## src/cpc_pkg.sv

```systemverilog
`default_nettype none
package cpc_pkg;

  // ==========================================================
  // Modes, states and carriers
  typedef enum logic [2:0] {
    MODE_MASTER,
    MODE_ASYNC_PERIPH,
    MODE_SLAVE,
    MODE_SYNC_PERIPH,
    MODE_MICRO
  } cpc_mode_t;

  typedef enum logic [2:0] {
    ST_CLEAR,
    ST_WAIT,
    ST_LOAD,
    ST_DONE_HOLD,
    ST_USER
  } cpc_state_t;

  typedef struct packed {
    cpc_mode_t mode;
    logic osc_slow;
  } cpc_cfg_t;

  typedef struct packed {
    logic rb_enable;
    logic reset_as_logic;
  } cpc_opt_t;

  // ==========================================================
  // Timing
  localparam int CLK_PERIOD_NS = 25;
  localparam int CLK_HZ = 40_000_000;
  localparam int OSC_FAST_HZ = 10_000_000;
  localparam int OSC_SLOW_HZ = 1_250_000;
  localparam int OSC_FAST_HALF = CLK_HZ / (2 * OSC_FAST_HZ);
  localparam int OSC_SLOW_HALF = CLK_HZ / (2 * OSC_SLOW_HZ);
  localparam int CLEAR_TIME_NS = 10_000;
  localparam int CLEAR_CYCLES =
    (CLEAR_TIME_NS + CLK_PERIOD_NS - 1) / CLK_PERIOD_NS;

  // ==========================================================
  // Reset values
  localparam cpc_cfg_t CFG_RST = '{mode: MODE_MASTER, osc_slow: 1'b0};
  localparam int RB_START_FRAME = 0;

  function automatic logic cpc_drives_strobe(cpc_mode_t m);
    return (m == MODE_MASTER) || (m == MODE_ASYNC_PERIPH) ||
           (m == MODE_MICRO);
  endfunction : cpc_drives_strobe

endpackage : cpc_pkg
`default_nettype wire

```

## src/cpc_config_pin_control.sv

```systemverilog
`timescale 1ns/10ps
`default_nettype none

// Behaviour
// - While configuring, every user I/O is high impedance with pull-up on.
// - After configuration, unused I/O stays high impedance with pull-up on.
// - Reset pin low during configuration restarts it; pin has pull-up then.
// - After configuration, reset pin may drive logic cell async set/reset.
// - Master and asynchronous peripheral modes drive the strobe pin out.
// - Microprocessor mode uses the strobe internally and drives it out.
// - Completion pin held low externally delays start-up until released.
// - Open-drain completion pin released high only once loading completes.
// - Low reprogram input restarts configuration and resets boundary scan.
// - During loading and completion hold, low readback trigger forces global tristate.
// - After configuration, option picks tristate or falling-edge readback.
// - Shared output carries readback data or boundary-scan test data.
// - Mode selects are captured on the wait pin rising edge.
// - Speed select captured on wait rise: low 10 MHz, high 1.25 MHz.
// - Mode pins pulled up while configuring, never user I/O; speed pin becomes user I/O.
// - One option group acts at completion release, one at I/O release.
// - Wait pin held low while clearing; held low externally, device waits.
// - Busy-high flag high and busy-low flag low until configured.
module cpc_config_pin_control #(
  parameter int N_IO = 8,
  parameter int FRAME_W = 16,
  parameter cpc_pkg::cpc_mode_t MODE_TABLE [8] = '{
    cpc_pkg::MODE_MASTER, cpc_pkg::MODE_MASTER,
    cpc_pkg::MODE_ASYNC_PERIPH, cpc_pkg::MODE_SYNC_PERIPH,
    cpc_pkg::MODE_SLAVE, cpc_pkg::MODE_SLAVE,
    cpc_pkg::MODE_MICRO, cpc_pkg::MODE_SLAVE}
) (
  // Clock and reset
  input wire logic clk_sys,
  input wire logic rst_n,
  // Configuration pins
  input wire logic reset_pin_n,
  input wire logic reprogram_n,
  input wire logic [2:0] cfg_mode_sel,
  input wire logic osc_speed_sel,
  input wire logic rd_trig_n,
  input wire logic init_in,
  output logic init_out,
  output logic init_oe,
  input wire logic done_in,
  output logic done_out,
  output logic done_oe,
  input wire logic strobe_in,
  output logic strobe_out,
  output logic strobe_oe,
  input wire logic [7:0] data_in,
  // Shared readback / test data pin
  input wire logic tdo_sel,
  input wire logic jtag_tdo,
  input wire logic rb_serial,
  output logic shared_out,
  // Options and user I/O
  input wire cpc_pkg::cpc_opt_t opt,
  input wire logic load_complete,
  input wire logic [N_IO-1:0] io_used,
  output logic [N_IO-1:0] io_enable,
  output logic [N_IO-1:0] io_pullup,
  // Configuration byte stream
  output logic [7:0] byte_data,
  output logic byte_valid,
  input wire logic byte_ready,
  output logic overflow,
  // Status
  output cpc_pkg::cpc_cfg_t cfg,
  output logic cfg_busy_high_flag,
  output logic cfg_busy_low_flag,
  output logic mode_pullup_en,
  output logic osc_user_io,
  output logic logic_reset,
  output logic jtag_reset,
  output logic global_tristate,
  output logic readback_start,
  output logic [FRAME_W-1:0] readback_frame,
  output logic done_group_apply,
  output logic io_group_apply
);

  // ==========================================================
  // Pin synchronisers
  localparam int SYNC_W = 18;
  logic [SYNC_W-1:0] sync1_q;
  logic [SYNC_W-1:0] sync2_q;
  logic reset_s, reprog_s, init_s, done_s, strobe_s, rdtrig_s, osc_s;
  logic [2:0] mode_s;
  logic [7:0] data_s;

  always_ff @(posedge clk_sys) begin
    sync1_q <= {reset_pin_n, reprogram_n, init_in, done_in, strobe_in,
                rd_trig_n, osc_speed_sel, cfg_mode_sel, data_in};
    sync2_q <= sync1_q;
  end

  assign {reset_s, reprog_s, init_s, done_s, strobe_s, rdtrig_s, osc_s,
          mode_s, data_s} = sync2_q;

  logic init_prev_q, strobe_prev_q, rdtrig_prev_q;

  always_ff @(posedge clk_sys) begin
    if (!rst_n)
    begin
      init_prev_q <= 1'b0;
      strobe_prev_q <= 1'b0;
      rdtrig_prev_q <= 1'b1;
    end else
    begin
      init_prev_q <= init_s;
      strobe_prev_q <= strobe_s;
      rdtrig_prev_q <= rdtrig_s;
    end
  end

  // ==========================================================
  // Start-up sequence
  localparam int CLR_W = $clog2(cpc_pkg::CLEAR_CYCLES + 1);
  cpc_pkg::cpc_state_t state_q;
  logic [CLR_W-1:0] clr_cnt_q;
  logic in_cfg;
  logic init_rise;

  assign in_cfg = (state_q != cpc_pkg::ST_USER);
  assign init_rise = init_s && !init_prev_q;

  always_ff @(posedge clk_sys) begin
    if (!rst_n || !reprog_s)
    begin
      state_q <= cpc_pkg::ST_CLEAR;
      clr_cnt_q <= '0;
    end else if (in_cfg && !reset_s)
    begin
      state_q <= cpc_pkg::ST_CLEAR;
      clr_cnt_q <= '0;
    end else
    begin
      case (state_q)
        cpc_pkg::ST_CLEAR:
        begin
          if (clr_cnt_q == CLR_W'(cpc_pkg::CLEAR_CYCLES - 1))
            state_q <= cpc_pkg::ST_WAIT;
          else
            clr_cnt_q <= clr_cnt_q + 1'b1;
        end
        // External low on the wait pin keeps us here
        cpc_pkg::ST_WAIT:
          if (init_rise)
            state_q <= cpc_pkg::ST_LOAD;
        cpc_pkg::ST_LOAD:
          if (load_complete)
            state_q <= cpc_pkg::ST_DONE_HOLD;
        cpc_pkg::ST_DONE_HOLD:
          if (done_s)
            state_q <= cpc_pkg::ST_USER;
        cpc_pkg::ST_USER:
          state_q <= cpc_pkg::ST_USER;
        default:
          state_q <= cpc_pkg::ST_CLEAR;
      endcase
    end
  end

  // Mode and speed latched once per start-up
  always_ff @(posedge clk_sys) begin
    if (!rst_n)
      cfg <= cpc_pkg::CFG_RST;
    else if (state_q == cpc_pkg::ST_WAIT && init_rise)
    begin
      cfg.mode <= MODE_TABLE[mode_s];
      cfg.osc_slow <= osc_s;
    end
  end

  // ==========================================================
  // Open-drain pins and status
  assign init_out = 1'b0;
  assign done_out = 1'b0;

  always_ff @(posedge clk_sys) begin
    if (!rst_n)
    begin
      init_oe <= 1'b1;
      done_oe <= 1'b1;
      cfg_busy_high_flag <= 1'b1;
      cfg_busy_low_flag <= 1'b0;
      mode_pullup_en <= 1'b1;
      osc_user_io <= 1'b0;
      jtag_reset <= 1'b1;
      done_group_apply <= 1'b0;
      io_group_apply <= 1'b0;
    end else
    begin
      init_oe <= (state_q == cpc_pkg::ST_CLEAR);
      done_oe <= (state_q == cpc_pkg::ST_CLEAR) ||
                 (state_q == cpc_pkg::ST_WAIT) ||
                 (state_q == cpc_pkg::ST_LOAD);
      cfg_busy_high_flag <= in_cfg;
      cfg_busy_low_flag <= !in_cfg;
      mode_pullup_en <= in_cfg;
      osc_user_io <= !in_cfg;
      jtag_reset <= !reprog_s;
      done_group_apply <= (state_q == cpc_pkg::ST_LOAD) &&
                          load_complete;
      io_group_apply <= (state_q == cpc_pkg::ST_DONE_HOLD) && done_s;
    end
  end

  // ==========================================================
  // Tristate, readback and reset routing
  logic gts_d;
  logic rb_fall;

  assign rb_fall = rdtrig_prev_q && !rdtrig_s;

  // Trigger not looked at before loading; source holds it high then
  always_comb begin
    gts_d = 1'b0;
    if (state_q == cpc_pkg::ST_LOAD || state_q == cpc_pkg::ST_DONE_HOLD)
      gts_d = !rdtrig_s;
    else if (state_q == cpc_pkg::ST_USER && !opt.rb_enable)
      gts_d = !rdtrig_s;
  end

  always_ff @(posedge clk_sys) begin
    if (!rst_n)
    begin
      global_tristate <= 1'b0;
      io_enable <= '0;
      io_pullup <= '1;
      logic_reset <= 1'b0;
      readback_start <= 1'b0;
      readback_frame <= FRAME_W'(cpc_pkg::RB_START_FRAME);
      shared_out <= 1'b0;
    end else
    begin
      global_tristate <= gts_d;
      if (in_cfg)
      begin
        io_enable <= '0;
        io_pullup <= '1;
      end else
      begin
        io_enable <= gts_d ? '0 : io_used;
        io_pullup <= ~io_used;
      end
      logic_reset <= !in_cfg && opt.reset_as_logic && !reset_s;
      readback_start <= !in_cfg && opt.rb_enable && rb_fall;
      if (!in_cfg && opt.rb_enable && rb_fall)
        readback_frame <= FRAME_W'(cpc_pkg::RB_START_FRAME);
      shared_out <= tdo_sel ? jtag_tdo : rb_serial;
    end
  end

  // ==========================================================
  // Configuration strobe
  logic drive_mode;
  logic [4:0] div_q;
  logic [4:0] half;
  logic div_end;
  logic push_req, push;
  logic v0_q, v1_q;
  logic [7:0] d0_q, d1_q;
  logic pop;

  assign drive_mode = cpc_pkg::cpc_drives_strobe(cfg.mode);
  assign half = cfg.osc_slow ? 5'(cpc_pkg::OSC_SLOW_HALF) :
                               5'(cpc_pkg::OSC_FAST_HALF);
  assign div_end = (div_q == half - 5'h01);

  // Rising strobe waits while the buffer is full
  always_ff @(posedge clk_sys) begin
    if (!rst_n || state_q != cpc_pkg::ST_LOAD || !drive_mode)
    begin
      div_q <= '0;
      strobe_out <= 1'b0;
    end else if (div_end)
    begin
      if (strobe_out || !v1_q)
      begin
        strobe_out <= !strobe_out;
        div_q <= '0;
      end
    end else
      div_q <= div_q + 5'h01;
  end

  always_ff @(posedge clk_sys) begin
    if (!rst_n)
      strobe_oe <= 1'b0;
    else
      strobe_oe <= (state_q == cpc_pkg::ST_LOAD) && drive_mode;
  end

  // Own strobe: byte taken as the strobe rises. Far strobe: on its edge.
  assign push_req = (state_q == cpc_pkg::ST_LOAD) &&
    (drive_mode ? (div_end && !strobe_out && !v1_q)
                : (strobe_s && !strobe_prev_q));
  assign push = push_req && !v1_q;
  assign pop = v0_q && byte_ready;

  // ==========================================================
  // Two-entry byte buffer
  always_ff @(posedge clk_sys) begin
    if (!rst_n || state_q == cpc_pkg::ST_CLEAR)
    begin
      v0_q <= 1'b0;
      v1_q <= 1'b0;
      d0_q <= '0;
      d1_q <= '0;
    end else if (pop)
    begin
      if (v1_q)
      begin
        d0_q <= d1_q;
        v1_q <= push;
        if (push)
          d1_q <= data_s;
      end else
      begin
        v0_q <= push;
        if (push)
          d0_q <= data_s;
      end
    end else if (push)
    begin
      if (!v0_q)
      begin
        d0_q <= data_s;
        v0_q <= 1'b1;
      end else
      begin
        d1_q <= data_s;
        v1_q <= 1'b1;
      end
    end
  end

  assign byte_data = d0_q;
  assign byte_valid = v0_q;

  // Only a far strobe can outrun the buffer; sticky until restart
  always_ff @(posedge clk_sys) begin
    if (!rst_n || state_q == cpc_pkg::ST_CLEAR)
      overflow <= 1'b0;
    else if (push_req && v1_q)
      overflow <= 1'b1;
  end
endmodule : cpc_config_pin_control
`default_nettype wire

```

## config.mk

```make
export PLATFORM = sky130hd
export DESIGN_NAME = cpc_config_pin_control
export DESIGN_NICKNAME = d
export VERILOG_FILES = /design/src/cpc_pkg.sv /design/src/cpc_config_pin_control.sv
export SDC_FILE = /design/constraint.sdc
export NUM_CORES = 1
export LEC_CHECK = 0
export BUFFER_PORTS_ARGS = -buffer_cell sky130_fd_sc_hd__buf_4
export CORE_ASPECT_RATIO = 0.7
export CORE_MARGIN = 4
export CORE_UTILIZATION = 55
export DETAILED_ROUTE_END_ITERATION = 8
export GPL_TIMING_DRIVEN = 0
export PLACE_DENSITY = 0.84
export SLEW_MARGIN = 20
export SYNTH_ARGS = -nofsm -noshare
export SYNTH_HDL_FRONTEND = slang
export SYNTH_SLANG_ARGS = --single-unit
```

## constraint.sdc

```tcl
create_clock -name clk_sys -period 3.4 [get_ports clk_sys]
set_input_delay 0.51 -clock clk_sys [delete_from_list [all_inputs] [get_ports clk_sys]]
set_output_delay 0.51 -clock clk_sys [all_outputs]
set_load 0.005 [all_outputs]
```

# ---- Word level (Yosys, flattened, before mapping)
# Memory sizes are Yosys's and may differ from the RTL's. A register that Yosys moved wholly into a read port is not among the register bits.
# Cells that the tools add are included.
dict set report op_classes {
  add_sub_neg 3
  eq_ne 19
  mux 28
  bitwise_logic 4
  n_reduce_logical 56
}
# cell n
set op_table {}
lappend op_table {{2-to-1 mux 8 bit} 9}
lappend op_table {{logical AND 1 bit} 19}
lappend op_table {{2-to-1 mux 5 bit} 3}
lappend op_table {{one-hot mux 3 bit (5 select lines)} 1}
lappend op_table {{inequality test 2 bit, second input constant} 7}
lappend op_table {{logical NOT 1 bit} 12}
lappend op_table {{2-to-1 mux 3 bit} 4}
lappend op_table {{2-to-1 mux 1 bit} 11}
lappend op_table {{logical OR 1 bit} 10}
lappend op_table {{adder 9 x 1 -> 9 bit, second input constant} 1}
lappend op_table {{equality test 9 bit, second input constant} 1}
lappend op_table {{NOT 8 bit} 1}
lappend op_table {{AND reduction 2 bit} 4}
lappend op_table {{AND reduction 4 bit} 2}
lappend op_table {{equality test 3 x 1 -> 1 bit, second input constant} 2}
lappend op_table {{equality test 3 x 2 -> 1 bit, second input constant} 2}
lappend op_table {{equality test 3 bit, second input constant} 2}
lappend op_table {{logical NOT 3 bit} 2}
lappend op_table {{nonzero test 2 bit} 3}
lappend op_table {{adder 5 x 1 -> 5 bit, second input constant} 1}
lappend op_table {{equality test 5 bit} 1}
lappend op_table {{subtractor 5 x 1 -> 5 bit, second input constant} 1}
lappend op_table {{inequality test 2 x 1 -> 1 bit, second input constant} 2}
lappend op_table {{NOT 3 -> 4 bit} 1}
lappend op_table {{6 further kinds} 8}
dict set report totals {
  register_bits 105
  romBits 24
  inputBits 35
  mem_count 1
}
# name depth word_bits read_ports rd_ports_with_merged_regs write_ports line_no
set memory_table {}
lappend memory_table {{(no name shown)} 8 3 1 1 0 cpc_config_pin_control.sv:170} ;# cfg.mode <= MODE_TABLE[mode_s];

# ---- Longest topological paths before layout
# Gate-level depths: netlist of run 1.
dict set report logic_depth {
  ltp_word 11
  depth_mapped 7
  mapped_depth_nobuf 5
}

# ---- Worst setup path after synthesis of run 1
# Ideal clock, no wire load.
dict set report synth_timing {
  path_kind {register -> register}
  startpoint {register state_q[0]}
  endpoint {register clr_cnt_q[5]}
  setup_time_ns 0.070
  t_arrival_ns 1.723
  path_slack_ns 1.607
  path_stages_with_launch 7
  n_path_buf 2
  period_less_slack_ns 1.793
  path_cell_list {dfxtp_1 buf_6 or3_4 a41o_1 buf_6 or4_1 a21oi_1}
}
dict set report synth_between {
  elab_chain_len 3
  elab_cells_between_ends 5
  classes_between {1 x eq/ne; 4 x reduce/logical}
}
# item line_no
set synth_rtl {}
lappend synth_rtl {{from (decl)} cpc_config_pin_control.sv:119} ;# cpc_pkg::cpc_state_t state_q;
lappend synth_rtl {{from (signal assigned)} cpc_config_pin_control.sv:130} ;# state_q <= cpc_pkg::ST_CLEAR;
lappend synth_rtl {{from (signal assigned)} cpc_config_pin_control.sv:134} ;# state_q <= cpc_pkg::ST_CLEAR;
lappend synth_rtl {{from (signal assigned)} cpc_config_pin_control.sv:142} ;# state_q <= cpc_pkg::ST_WAIT;
lappend synth_rtl {{inequality test 3 bit} cpc_config_pin_control.sv:124} ;# assign in_cfg = (state_q != cpc_pkg::ST_USER);
lappend synth_rtl {{logical AND 1 bit} cpc_config_pin_control.sv:132} ;# end else if (in_cfg && !reset_s)
lappend synth_rtl {{OR reduction 2 bit (no line)} --}
lappend synth_rtl {{to (signal assigned)} cpc_config_pin_control.sv:144} ;# clr_cnt_q <= clr_cnt_q + 1'b1;
lappend synth_rtl {{to (decl)} cpc_config_pin_control.sv:120} ;# logic [CLR_W-1:0] clr_cnt_q;
# Parallel ways exist; a longest one is shown, timed or not.
# A chain may end at the register's enable or synchronous reset.

# ---- Worst setup path in the final report of run 1
dict set report layout_timing {
  startpoint {register state_q[1]}
  endpoint {register d0_q[6] (netlist: byte_data[6])}
}
dict set report layout_between {
  elab_chain_len 5
  elab_cells_between_ends 8
  classes_between {1 x eq/ne; 7 x reduce/logical}
}
# item line_no
set layout_rtl {}
lappend layout_rtl {{equality test 3 x 2 -> 1 bit} cpc_config_pin_control.sv:296} ;# assign push_req = (state_q == cpc_pkg::ST_LOAD) &&
lappend layout_rtl {{logical AND 1 bit} cpc_config_pin_control.sv:296}
lappend layout_rtl {{logical AND 1 bit} cpc_config_pin_control.sv:299} ;# assign push = push_req && !v1_q;
lappend layout_rtl {{nonzero test 2 bit (no line)} --}
lappend layout_rtl {{AND reduction 3 bit (no line)} --}
lappend layout_rtl {{to (signal assigned)} cpc_config_pin_control.sv:315} ;# d0_q <= d1_q;
lappend layout_rtl {{to (signal assigned)} cpc_config_pin_control.sv:323} ;# d0_q <= data_s;
lappend layout_rtl {{to (signal assigned)} cpc_config_pin_control.sv:329} ;# d0_q <= data_s;
lappend layout_rtl {{to (decl)} cpc_config_pin_control.sv:263} ;# logic [7:0] d0_q, d1_q;
# Parallel ways exist; a longest one is shown, timed or not.

==> flow_metrics.tcl, run 1 <==
set metrics [dict create \
    ir_worst_vdd_mv 0.3440 \
    hold_viol_final 0 \
    slew_headroom_pct 42.08 \
    avgSynthCellArea_um2 10.61 \
    timing.fmax_ghz 0.4596 \
    criticalPathCategory "register to register" \
    drv_slew 0 \
    synth-edff-count 0 \
    post-route-period-util_pct 63.99 \
    cts_tree "built" \
    synth_ff_type "dfxtp_1" \
    busiest_layer "met2" \
    start_util_pct 57.76 \
    crit_buf_inv 2 \
    vias_per_cell 4.960 \
    cp_num_cells 6 \
    tightest_slew_ps 862.2 \
    cpPeakStageDelay_ps 680 \
    die_area_um2 8044 \
    cts_resized 0 \
    drt-initial-drc-count 121 \
    overflow 0 \
    critical_path.cell_chain "buf_2 > nor3b_1 > o211a_1 > buf_2 > o21a_1 > o211a_1" \
    grt_pass1_vias 2548 \
    cts_num_sinks 108 \
    num_vias 2718 \
    synthArstFlopShare_pct 0 \
    areaGrowthSynthToFinish_pct 26.53 \
    ys_types 49 \
    synth_cells 345 \
    dpl.hpwl_um 5421 \
    place_area_um2 4431 \
    status "complete, no violations" \
    end_kind "register" \
    finish.utilization_pct 73.08 \
    grt_start_max_net_pins 21 \
    wl_per_cell_um 13.43 \
    clk_pin_slew_ps 110 \
    synth-seq-cells 108 \
    slowest_stage "nor3b_1" \
    dieHeight_um 76.25 \
    start_kind "register" \
    antenna_found_initial 0 \
    io-pin-count 98 \
    finalCriticalPeriod_ps 2176 \
    fin_area_um2 4631 \
    num_antenna_cells 0 \
    cp_top_family "compound AO/OA/AOI/OAI gates" \
    cts-htree-levels 3 \
    reg2regPathDepth 6 \
    setup_viol 0 \
    drc_errors 0 \
    post-cts-setup-buffers 0 \
    routed_wl_um 7362 \
    rsz0062_at_grt "false" \
    layout.nets 489 \
    synth-warning-count 0 \
    grtUsageMet1_pct 25.09 \
    met2_usage_pct 29.20 \
    clock_tree.buffer_depth 2 \
    dr.pass1.iters 4 \
    met3_usage_pct 6.774 \
    synth_area_um2 3660 \
    place_congestion 0.7889 \
    maxCapViolCount 0 \
    setup-tns-final_ps 0 \
    holdBufCountCts 0 \
    root_buffer "clkbuf_8" \
    rows 24 \
    powerDensity_nw_per_um2 461.3 \
    path_max_fanout 10 \
    ant_nets 0 \
    p_leak_nw 2.171 \
    grt_pass1_wl_um 12280 \
    final.setup_skew_ps 16.81 \
    crit_arrival_ps 2480 \
    grt_util_all_layers_pct 18.99 \
    min_path_cells 1 \
    io_buffers 79 \
    min_path_type "input pin to register" \
    core_area_um2 6336 \
    crit_required_ps 3710 \
    worstSkewPairLatency_ps 380 \
    drive_gt1_share_pct 27.35 \
    fp.dieW_um 105.5 \
    numCtsBuffers 9 \
    synth_seq_area_share_pct 59.08 \
]
state kept, by name, summed over array words and instances, names as in the netlist, 3 cells and up:
| name | flops |
|---|---|
| sync1_q | 18 |
| sync2_q | 18 |
| clr_cnt_q | 9 |
| byte_data | 8 |
| d1_q | 8 |
| io_enable | 8 |
| io_pullup | 8 |
| div_q | 5 |
| cfg | 4 |
| state_q | 3 |
per-stage QoR:
step / hold slack [ps] / worst slack, ps / instances / total power (W)
3_5_place_dp: 312.1 / 1299 / 532 / 0.001402
2_1_floorplan: 309.6 / 1607 / 362 / 0.001361
4_1_cts: 214.8 / 1258 / 548 / 0.002149
5_1_grt: 194.1 / 979.0 / 548 / 0.002224
3_3_place_gp: 310.0 / 1369 / 532 / 0.001399
6_report: 225.7 / 1224 / 548 / 0.002136
logic make-up after synthesis:
group	count (synthesis)	share of synthesized area, %
compound gates	56	11.45
xor+xnor	4	0.9574
fa+ha+maj	2	0.6837
buf+inv	44	7.111
flops	108	59.08
mux	23	6.291
other cells	1	0.1025
simple gates	107	14.33
path summary, 6_finish.rpt:
check	startpoint	slack (ps)	end
hold / removal	cfg_mode_sel[1]	230	sync1_q[9]$_DFF_P_
setup reg to reg	state_q[1]$_SDFFE_PP0P_	1220	byte_data[6]$_SDFFE_PP0P_
setup / recovery	state_q[1]$_SDFFE_PP0P_	1220	byte_data[6]$_SDFFE_PP0P_
hold reg to reg	sync1_q[11]$_DFF_P_	330	sync2_q[11]$_DFF_P_
synth_stat cells, drive strengths merged, types with 2 or more instances:
library cell  number  area [um^2]
nor2b              3        18.77
nand3              7        35.03
buf               26        192.7
nor2              24        90.09
a32o               2        20.02
and3               5        32.53
o21ai              5        25.02
nand2             38        142.6
or4                4        30.03
nor3b              3        22.52
o21a               4        30.03
o211ai            11        82.58
and2               4        26.28
inv               11        41.29
ha                 2        25.02
o211a              9        90.09
nand4              4        25.02
o31ai              3        22.52
clkbuf             7        26.28
dfxtp            108         2162
nand2b             4        25.02
mux2i             23        230.2
a21oi             10        50.05
a31oi              3        18.77
nor3               4        20.02
or3                3        25.03
xnor2              3        26.28
power breakdown:
group	switching, W	internal [W]
Combinational	0.0000258	0.0000470
Sequential	0.0000102	0.00129
Clock	0.000454	0.000308
Total	0.000490	0.00165
per-layer routing:
layer,part of all wire (%),vias up,wire [um]
met5,0,-,0
met2,45,93,3333
met4,1.2,0,87
met1,46,1244,3387
li1,-,1372,-
met3,7.5,9,554
layout by cell type (no fill, tap or decap), drive strengths merged, types with 2 or more instances in the layout:
cell type  instances
a21oi             10
a31oi              3
a32o               2
and2               4
and3               5
buf              105
clkbuf            17
conb              18
dfxtp            108
ha                 2
inv               16
mux2i             23
nand2             38
nand2b             4
nand3              7
nand4              4
nor2              24
nor2b              3
nor3               4
nor3b              3
o211a              9
o211ai            11
o21a               4
o21ai              5
o31ai              3
or3                3
or4                4
xnor2              3
final cells by class:
cell class	instances	area, um^2
clock buffers	10	137.6
clock inverters	6	62.56
repair buffers	79	593.1
flip-flops and latches	108	2162
fillers	462	1705
multi-input cells	210	1301
plain buffers	33	219.0
well taps	91	113.9
inverters	11	41.29
Power figures use the tool's default switching activity.
==> run 2: changes to the inputs <==
--- a/config.mk
+++ b/config.mk
@@ -5,13 +5,14 @@
 export SDC_FILE = /design/constraint.sdc
 export NUM_CORES = 1
 export LEC_CHECK = 0
+export ABC_AREA = 1
 export BUFFER_PORTS_ARGS = -buffer_cell sky130_fd_sc_hd__buf_4
 export CORE_ASPECT_RATIO = 0.7
 export CORE_MARGIN = 4
-export CORE_UTILIZATION = 55
+export CORE_UTILIZATION = 51
 export DETAILED_ROUTE_END_ITERATION = 8
 export GPL_TIMING_DRIVEN = 0
-export PLACE_DENSITY = 0.84
+export PLACE_DENSITY = 0.79
 export SLEW_MARGIN = 20
 export SYNTH_ARGS = -nofsm -noshare
 export SYNTH_HDL_FRONTEND = slang
==> constraint.sdc (replaced) <==
create_clock -name clk_sys -period 2.3 [get_ports clk_sys]
set_input_delay 0.345 -clock clk_sys [delete_from_list [all_inputs] [get_ports clk_sys]]
set_output_delay 0.345 -clock clk_sys [all_outputs]
set_load 0.005 [all_outputs]
==> run 2 against run 1 <==
Against the previous run: first-iteration DRC count grew 75%; synthesized cell count grew 21%; sequential share of layout area shrank 0.26 points; design area grew 0.57%; register-to-register slack lost 710 ps; wire length shrank 2.4%; count of clock-buffer cells in the layout shrank 1; synthesized area grew 0.99%; combinational power grew 55%; global-route usage shrank 1.4 points; clock skew shrank 5.4 ps.
==> flow_metrics.tcl, run 2 <==
set metrics [dict create \
    drive_gt1_share_pct 25.38 \
    powerDensity_nw_per_um2 671.1 \
    crit_start "clr_cnt_q[0]$_SDFFE_PP0P_" \
    critical_path.cell_chain "ha_1 > nand2_1 > inv_1 > nand2_1 > nor2_1 > nand4_1 > nand2_1 > inv_1 > nand3_1 > o21ai_0 > nor2_1" \
    routed_wl_um 7182 \
    rsz0062_at_grt "false" \
    p_leak_nw 2.164 \
    antenna_found_initial 0 \
    fp.dieW_um 109.8 \
    cpMostUsedCell "nand2_1" \
    cts_tree "built" \
    post-cts-setup-buffers 0 \
    holdBufCountCts 0 \
    ir_worst_vdd_mv 0.4503 \
    synth_cells 417 \
    vias_per_cell 4.531 \
    num_vias 2818 \
    dr.pass1.iters 4 \
    rows 25 \
    synth-seq-cells 108 \
    avgSynthCellArea_um2 8.863 \
    ys_types 35 \
    criticalPathCategory "register to register" \
    synth_commonest_cells "dfxtp_1 (108), nand2_1 (67), inv_1 (60)" \
    grt_util_all_layers_pct 17.61 \
    start_util_pct 53.71 \
    setup_viol 0 \
    reg2reg_from "clr_cnt_q[0]$_SDFFE_PP0P_" \
    fill_cells 579 \
    post-route-period-util_pct 77.75 \
    end_kind "register" \
    overflow 0 \
    wl_per_cell_um 11.55 \
    ant_nets 0 \
    finalCriticalPeriod_ps 1788 \
    timing.final.ws_setup_ps 511.8 \
    status "complete, no violations" \
    yosys.area.top_type_share_pct 58.50 \
    cpPeakStageDelay_ps 400 \
    cts-htree-levels 3 \
    setup-tns-final_ps 0 \
    most-common-layout-cells "dfxtp_1 (108), buf_4 (98), nand2_1 (67), inv_1 (60), nor2_1 (51)" \
    final.setup_skew_ps 11.43 \
    drv_slew 0 \
    io-pin-count 98 \
    dieHeight_um 79.23 \
    drt-initial-drc-count 212 \
    yosys.area.top_type "dfxtp_1" \
    num_antenna_cells 0 \
    synth-warning-count 0 \
    synthArstFlopShare_pct 0 \
    hp-start "done_in" \
    crit_arrival_ps 2100 \
    maxCapViolCount 0 \
    yosysMostFrequentCell "dfxtp_1" \
    cts_resized 0 \
    final_common_cell "dfxtp_1" \
    synth-edff-count 0 \
    synth_seq_area_share_pct 58.50 \
    grt_pass1_wl_um 11890 \
    layout.nets 560 \
    cts_num_sinks 108 \
    clk_pin_slew_ps 110 \
    core_area_um2 6882 \
    crit_required_ps 2610 \
    place_congestion 0.8483 \
    min_path_type "input pin to register" \
    dpl.hpwl_um 5454 \
    die_area_um2 8695 \
    synth_area_um2 3696 \
    place_ws_ps 558.9 \
    synth_ff_type "dfxtp_1" \
    grt_pass1_vias 2618 \
    hold_viol_final 0 \
    largest_registers "sync1_q (18), sync2_q (18), clr_cnt_q (9)" \
    slew_headroom_pct 65.77 \
    finish.utilization_pct 67.67 \
    numCtsBuffers 9 \
    clock_tree.buffer_depth 2 \
    start_kind "register" \
    io_buffers 78 \
    grt_start_max_net_pins 21 \
    timing.fmax_ghz 0.5592 \
    root_buffer "clkbuf_8" \
    synthTopCellsByArea "dfxtp_1 (58%), nand2_1 (6.8%), inv_1 (6.1%)" \
    areaGrowthSynthToFinish_pct 26.00 \
    tightest_slew_ps 511.5 \
    worstSkewPairLatency_ps 370 \
    slowest_stage "dfxtp_1" \
    path_max_fanout 8 \
    drc_errors 0 \
]
-- run 2: changes by cell type in the layout (fill, tap and decap cells not counted), moves of 5 or more --
cell	previous run	this run
a21oi_1	10	27
nand3_1	7	12
nor2_1	24	51
inv_1	11	60
nand2_1	38	67
clkbuf_1	7	1
o21ai_0	4	25
o211a_1	9	0
mux2i_1	23	0
o211ai_1	11	1
-- run 2: per-layer routing --
layer,vias up,track usage [%],part of all wire [%]
li1,1476,-,-
met1,1253,21.81,45
met2,76,28.62,47
met3,13,5.118,6.0
met4,0,7.347,1.8
met5,-,0,0
-- run 2: through the flow --
| step | hold slack, ps | area, um^2 | std cells | power (W) |
|---|---|---|---|---|
| final | 64.60 | 4657 | 622 | 0.003125 |
| after global routing | 31.71 | 4657 | 622 | 0.003256 |
| after CTS | 44.57 | 4657 | 622 | 0.003161 |
| after detailed placement | 312.1 | 4463 | 606 | 0.002076 |
| after global placement | 310.3 | 4463 | 606 | 0.002072 |
| after floorplan | 309.6 | 3760 | 434 | 0.002015 |
-- run 2: cells by family (layout without fill, tap and decap cells) --
logic type / count (synthesis) / count (layout) / synth area share [%]
adders and majority gates: 2 / 2 / 0.6769
buffers and inverters: 87 / 181 / 11.37
AOI/OAI and AO/OA: 64 / 64 / 9.614
and+or+nand+nor: 152 / 152 / 19.02
xor gates and xnor gates: 3 / 3 / 0.7110
other: 1 / 18 / 0.1015
DFF: 108 / 108 / 58.50
-- run 2: final timing paths --
| check | cells after the start | slack, ps | end |
|---|---|---|---|
| min | 1 | 60 | sync1_q[14]$_DFF_P_ |
| min reg2reg | 0 | 330 | sync2_q[13]$_DFF_P_ |
| max | 11 | 510 | clr_cnt_q[5]$_SDFFE_PP0P_ |
| max reg2reg | 11 | 510 | clr_cnt_q[5]$_SDFFE_PP0P_ |
-- run 2: area by class of cell --
| cell class | instances | area (um^2) | area share, % |
|---|---|---|---|
| Sequential cell | 108 | 2162 | 46.43 |
| Inverter | 61 | 229.0 | 4.917 |
| Timing Repair Buffer | 78 | 585.6 | 12.57 |
| Multi-Input combinational cell | 239 | 1177 | 25.28 |
| Buffer | 26 | 191.4 | 4.111 |
| Clock inverter | 7 | 70.07 | 1.505 |
| Clock buffer | 9 | 123.9 | 2.660 |
| Tap cell | 94 | 117.6 | 2.526 |
-- run 2: worst max-delay path: cells and delay by family, from the launching register on --
| kind | cells | cell delay [ps] |
|---|---|---|
| buffers and inverters | 2 | 250 |
| AOI/OAI and AO/OA | 1 | 90 |
| adders and majority gates | 1 | 180 |
| and+or+nand+nor | 7 | 820 |
| DFF | 1 | 400 |
-- run 2: power breakdown --
group          switching, W  leakage [nW]  total (W)  internal [W]
combinational     0.0000455          1.18   0.000113     0.0000674
clock              0.000667        0.0955    0.00109      0.000424
sequential        0.0000139         0.886    0.00192       0.00191
==> run 3: changes to the inputs <==
--- a/config.mk
+++ b/config.mk
@@ -5,7 +5,7 @@
 export SDC_FILE = /design/constraint.sdc
 export NUM_CORES = 1
 export LEC_CHECK = 0
-export ABC_AREA = 1
+export ABC_AREA = 0
 export BUFFER_PORTS_ARGS = -buffer_cell sky130_fd_sc_hd__buf_4
 export CORE_ASPECT_RATIO = 0.7
 export CORE_MARGIN = 4
==> constraint.sdc (replaced) <==
create_clock -name clk_sys -period 1.81 [get_ports clk_sys]
set_input_delay 0.2715 -clock clk_sys [delete_from_list [all_inputs] [get_ports clk_sys]]
set_output_delay 0.2715 -clock clk_sys [all_outputs]
set_load 0.005 [all_outputs]
==> run 3 against run 2 <==
Against the previous run: count of clock-buffer cells in the layout unchanged; utilization is 4.3 points higher; global-route usage up 1.2 points; non-clock buffer count rose by 31; largest cell class unchanged; largest power group unchanged; wire length up 6.2%; hold slack worse by 18 ps.
==> flow_metrics.tcl, run 3 (synthesized netlist as in run 1, its figures left out) <==
set metrics [dict create \
    status "complete, no violations" \
    drc_errors 0 \
    rows 25 \
    root_buffer "clkbuf_8" \
    io-pin-count 98 \
    crit_buf_inv 0 \
    num_vias 2797 \
    grt_start_max_net_pins 21 \
    cpPeakStageDelay_ps 480 \
    crit_arrival_ps 2070 \
    slowest_stage "or4_4" \
    clock_tree.buffer_depth 2 \
    slew_headroom_pct 48.73 \
    areaGrowthSynthToFinish_pct 34.70 \
    grt_util_all_layers_pct 18.77 \
    clk_pin_slew_ps 110 \
    numCtsBuffers 9 \
    num_antenna_cells 0 \
    place_ws_ps -295.8 \
    drt-initial-drc-count 82 \
    crit_required_ps 2140 \
    hold_viol_final 0 \
    routed_wl_um 7627 \
    start_kind "register" \
    place_congestion 0.7957 \
    die_area_um2 8617 \
    setup_viol 0 \
    post-route-period-util_pct 96.44 \
    finalCriticalPeriod_ps 1746 \
    final_cells 574 \
    dp_cells 535 \
    grt_pass1_vias 2695 \
    most-common-layout-cells "buf_4 (108), dfxtp_1 (105), nand2_1 (38), nor2_1 (23), mux2i_1 (23)" \
    maxCapViolCount 0 \
    dr.pass1.iters 4 \
    start_util_pct 53.42 \
    antenna_found_initial 0 \
    cts_num_sinks 108 \
    dpl.hpwl_um 5359 \
    ant_nets 0 \
    criticalPathCategory "register to register" \
    timing.fmax_ghz 0.5729 \
    grt_pass1_wl_um 12500 \
    ir_worst_vdd_mv 0.5489 \
    core_area_um2 6850 \
    tightest_slew_ps 763.2 \
    path_max_fanout 7 \
    fp.dieW_um 109.3 \
    layout.nets 512 \
    cts-htree-levels 3 \
    powerDensity_nw_per_um2 813.8 \
    min_path_type "input pin to register" \
    fill_cells 505 \
    drv_slew 0 \
    drive_gt1_share_pct 31.87 \
    final.setup_skew_ps 11.99 \
    largest_registers "sync1_q (18), sync2_q (18), clr_cnt_q (9)" \
    final_common_cell "buf_4" \
    vias_per_cell 4.873 \
    p_leak_nw 2.296 \
    cp_top_family "simple AND/OR/NAND/NOR gates" \
    end_kind "register" \
    cts_tree "built" \
    wl_per_cell_um 13.29 \
    timing.final.ws_setup_ps 64.39 \
    worstSkewPairLatency_ps 380 \
    dieHeight_um 78.88 \
    overflow 0 \
    io_buffers 79 \
    critical_path.cell_chain "or3_4 > a41o_4 > or4_4 > a21oi_2" \
]
==> run 3: cell count changes in the layout (fill, tap and decap cells not counted), moves of 5 or more <==
| cell | previous run | this run |
|---|---|---|
| buf_4 | 98 | 108 |
| o211ai_1 | 1 | 11 |
| dlygate4sd3_1 | 0 | 18 |
| a21oi_1 | 27 | 8 |
| mux2i_1 | 0 | 23 |
| inv_1 | 60 | 11 |
| o21ai_0 | 25 | 4 |
| nor2_1 | 51 | 23 |
| nand2_1 | 67 | 38 |
| o211a_1 | 0 | 9 |
| nand3_1 | 12 | 7 |
==> run 3: worst paths after layout <==
| path | to | depth (start not counted) | slack, ps | from |
|---|---|---|---|---|
| worst min-delay path | io_pullup[4]$_SDFF_PP1_ | 2 | 50 | io_used[4] |
| worst max-delay path | clr_cnt_q[7]$_SDFFE_PP0P_ | 4 | 60 | state_q[0]$_SDFFE_PP0P_ |
| worst max register to register | clr_cnt_q[7]$_SDFFE_PP0P_ | 4 | 60 | state_q[0]$_SDFFE_PP0P_ |
| worst min register to register | sync2_q[11]$_DFF_P_ | 0 | 330 | sync1_q[11]$_DFF_P_ |
==> run 3: cell type report <==
| type | instances | area, um^2 | area share [%] |
|---|---|---|---|
| Sequential cell | 108 | 2168 | 43.98 |
| Multi-Input combinational cell | 210 | 1371 | 27.82 |
| Buffer | 30 | 206.4 | 4.188 |
| Clock inverter | 7 | 67.56 | 1.371 |
| Timing Repair Buffer | 105 | 833.3 | 16.90 |
| Inverter | 11 | 41.29 | 0.8376 |
| Tap cell | 94 | 117.6 | 2.386 |
| Clock buffer | 9 | 123.9 | 2.513 |
==> run 3: routing by layer <==
metal | vias up | GRT usage (%) | routed length, um
met1 | 1300 | 23.18 | 3394
li1 | 1418 | - | -
met3 | 11 | 7.311 | 538
met5 | - | 0 | 0
met2 | 68 | 29.90 | 3601
met4 | 0 | 6.600 | 92
==> run 3: metrics by stage <==
step | TNS, ps | hold slack [ps] | cell area, um^2 | total power, W | utilization [%]
finish | 0 | 46.77 | 4930 | 0.004012 | 71.96
floorplan | 0 | 299.2 | 3724 | 0.002557 | -
detailed placement | -5140 | 312.1 | 4434 | 0.002634 | 64.73
CTS | -30.80 | 35.72 | 4853 | 0.004026 | 70.85
global placement | -3993 | 310.2 | 4434 | 0.002630 | 64.73
global route | -59.27 | 32.26 | 4930 | 0.004157 | 71.96
==> run 3: report_power, final <==
part	internal (W)	switching, W	leakage (nW)
clock network	0.000534	0.000866	0.0989
logic	0.000114	0.0000561	1.31
registers	0.00242	0.0000185	0.887
total	0.00307	0.000940	2.30
==> run 3: what timing repair did <==
action / CTS / global route
gates resized for setup: 11 / 21
endpoints found under the setup margin: 37 / 26
pin swaps: 3 / 4
hold buffers: 18 / 0
setup buffers: 3 / 5
endpoints found under the hold margin: 18 / 0
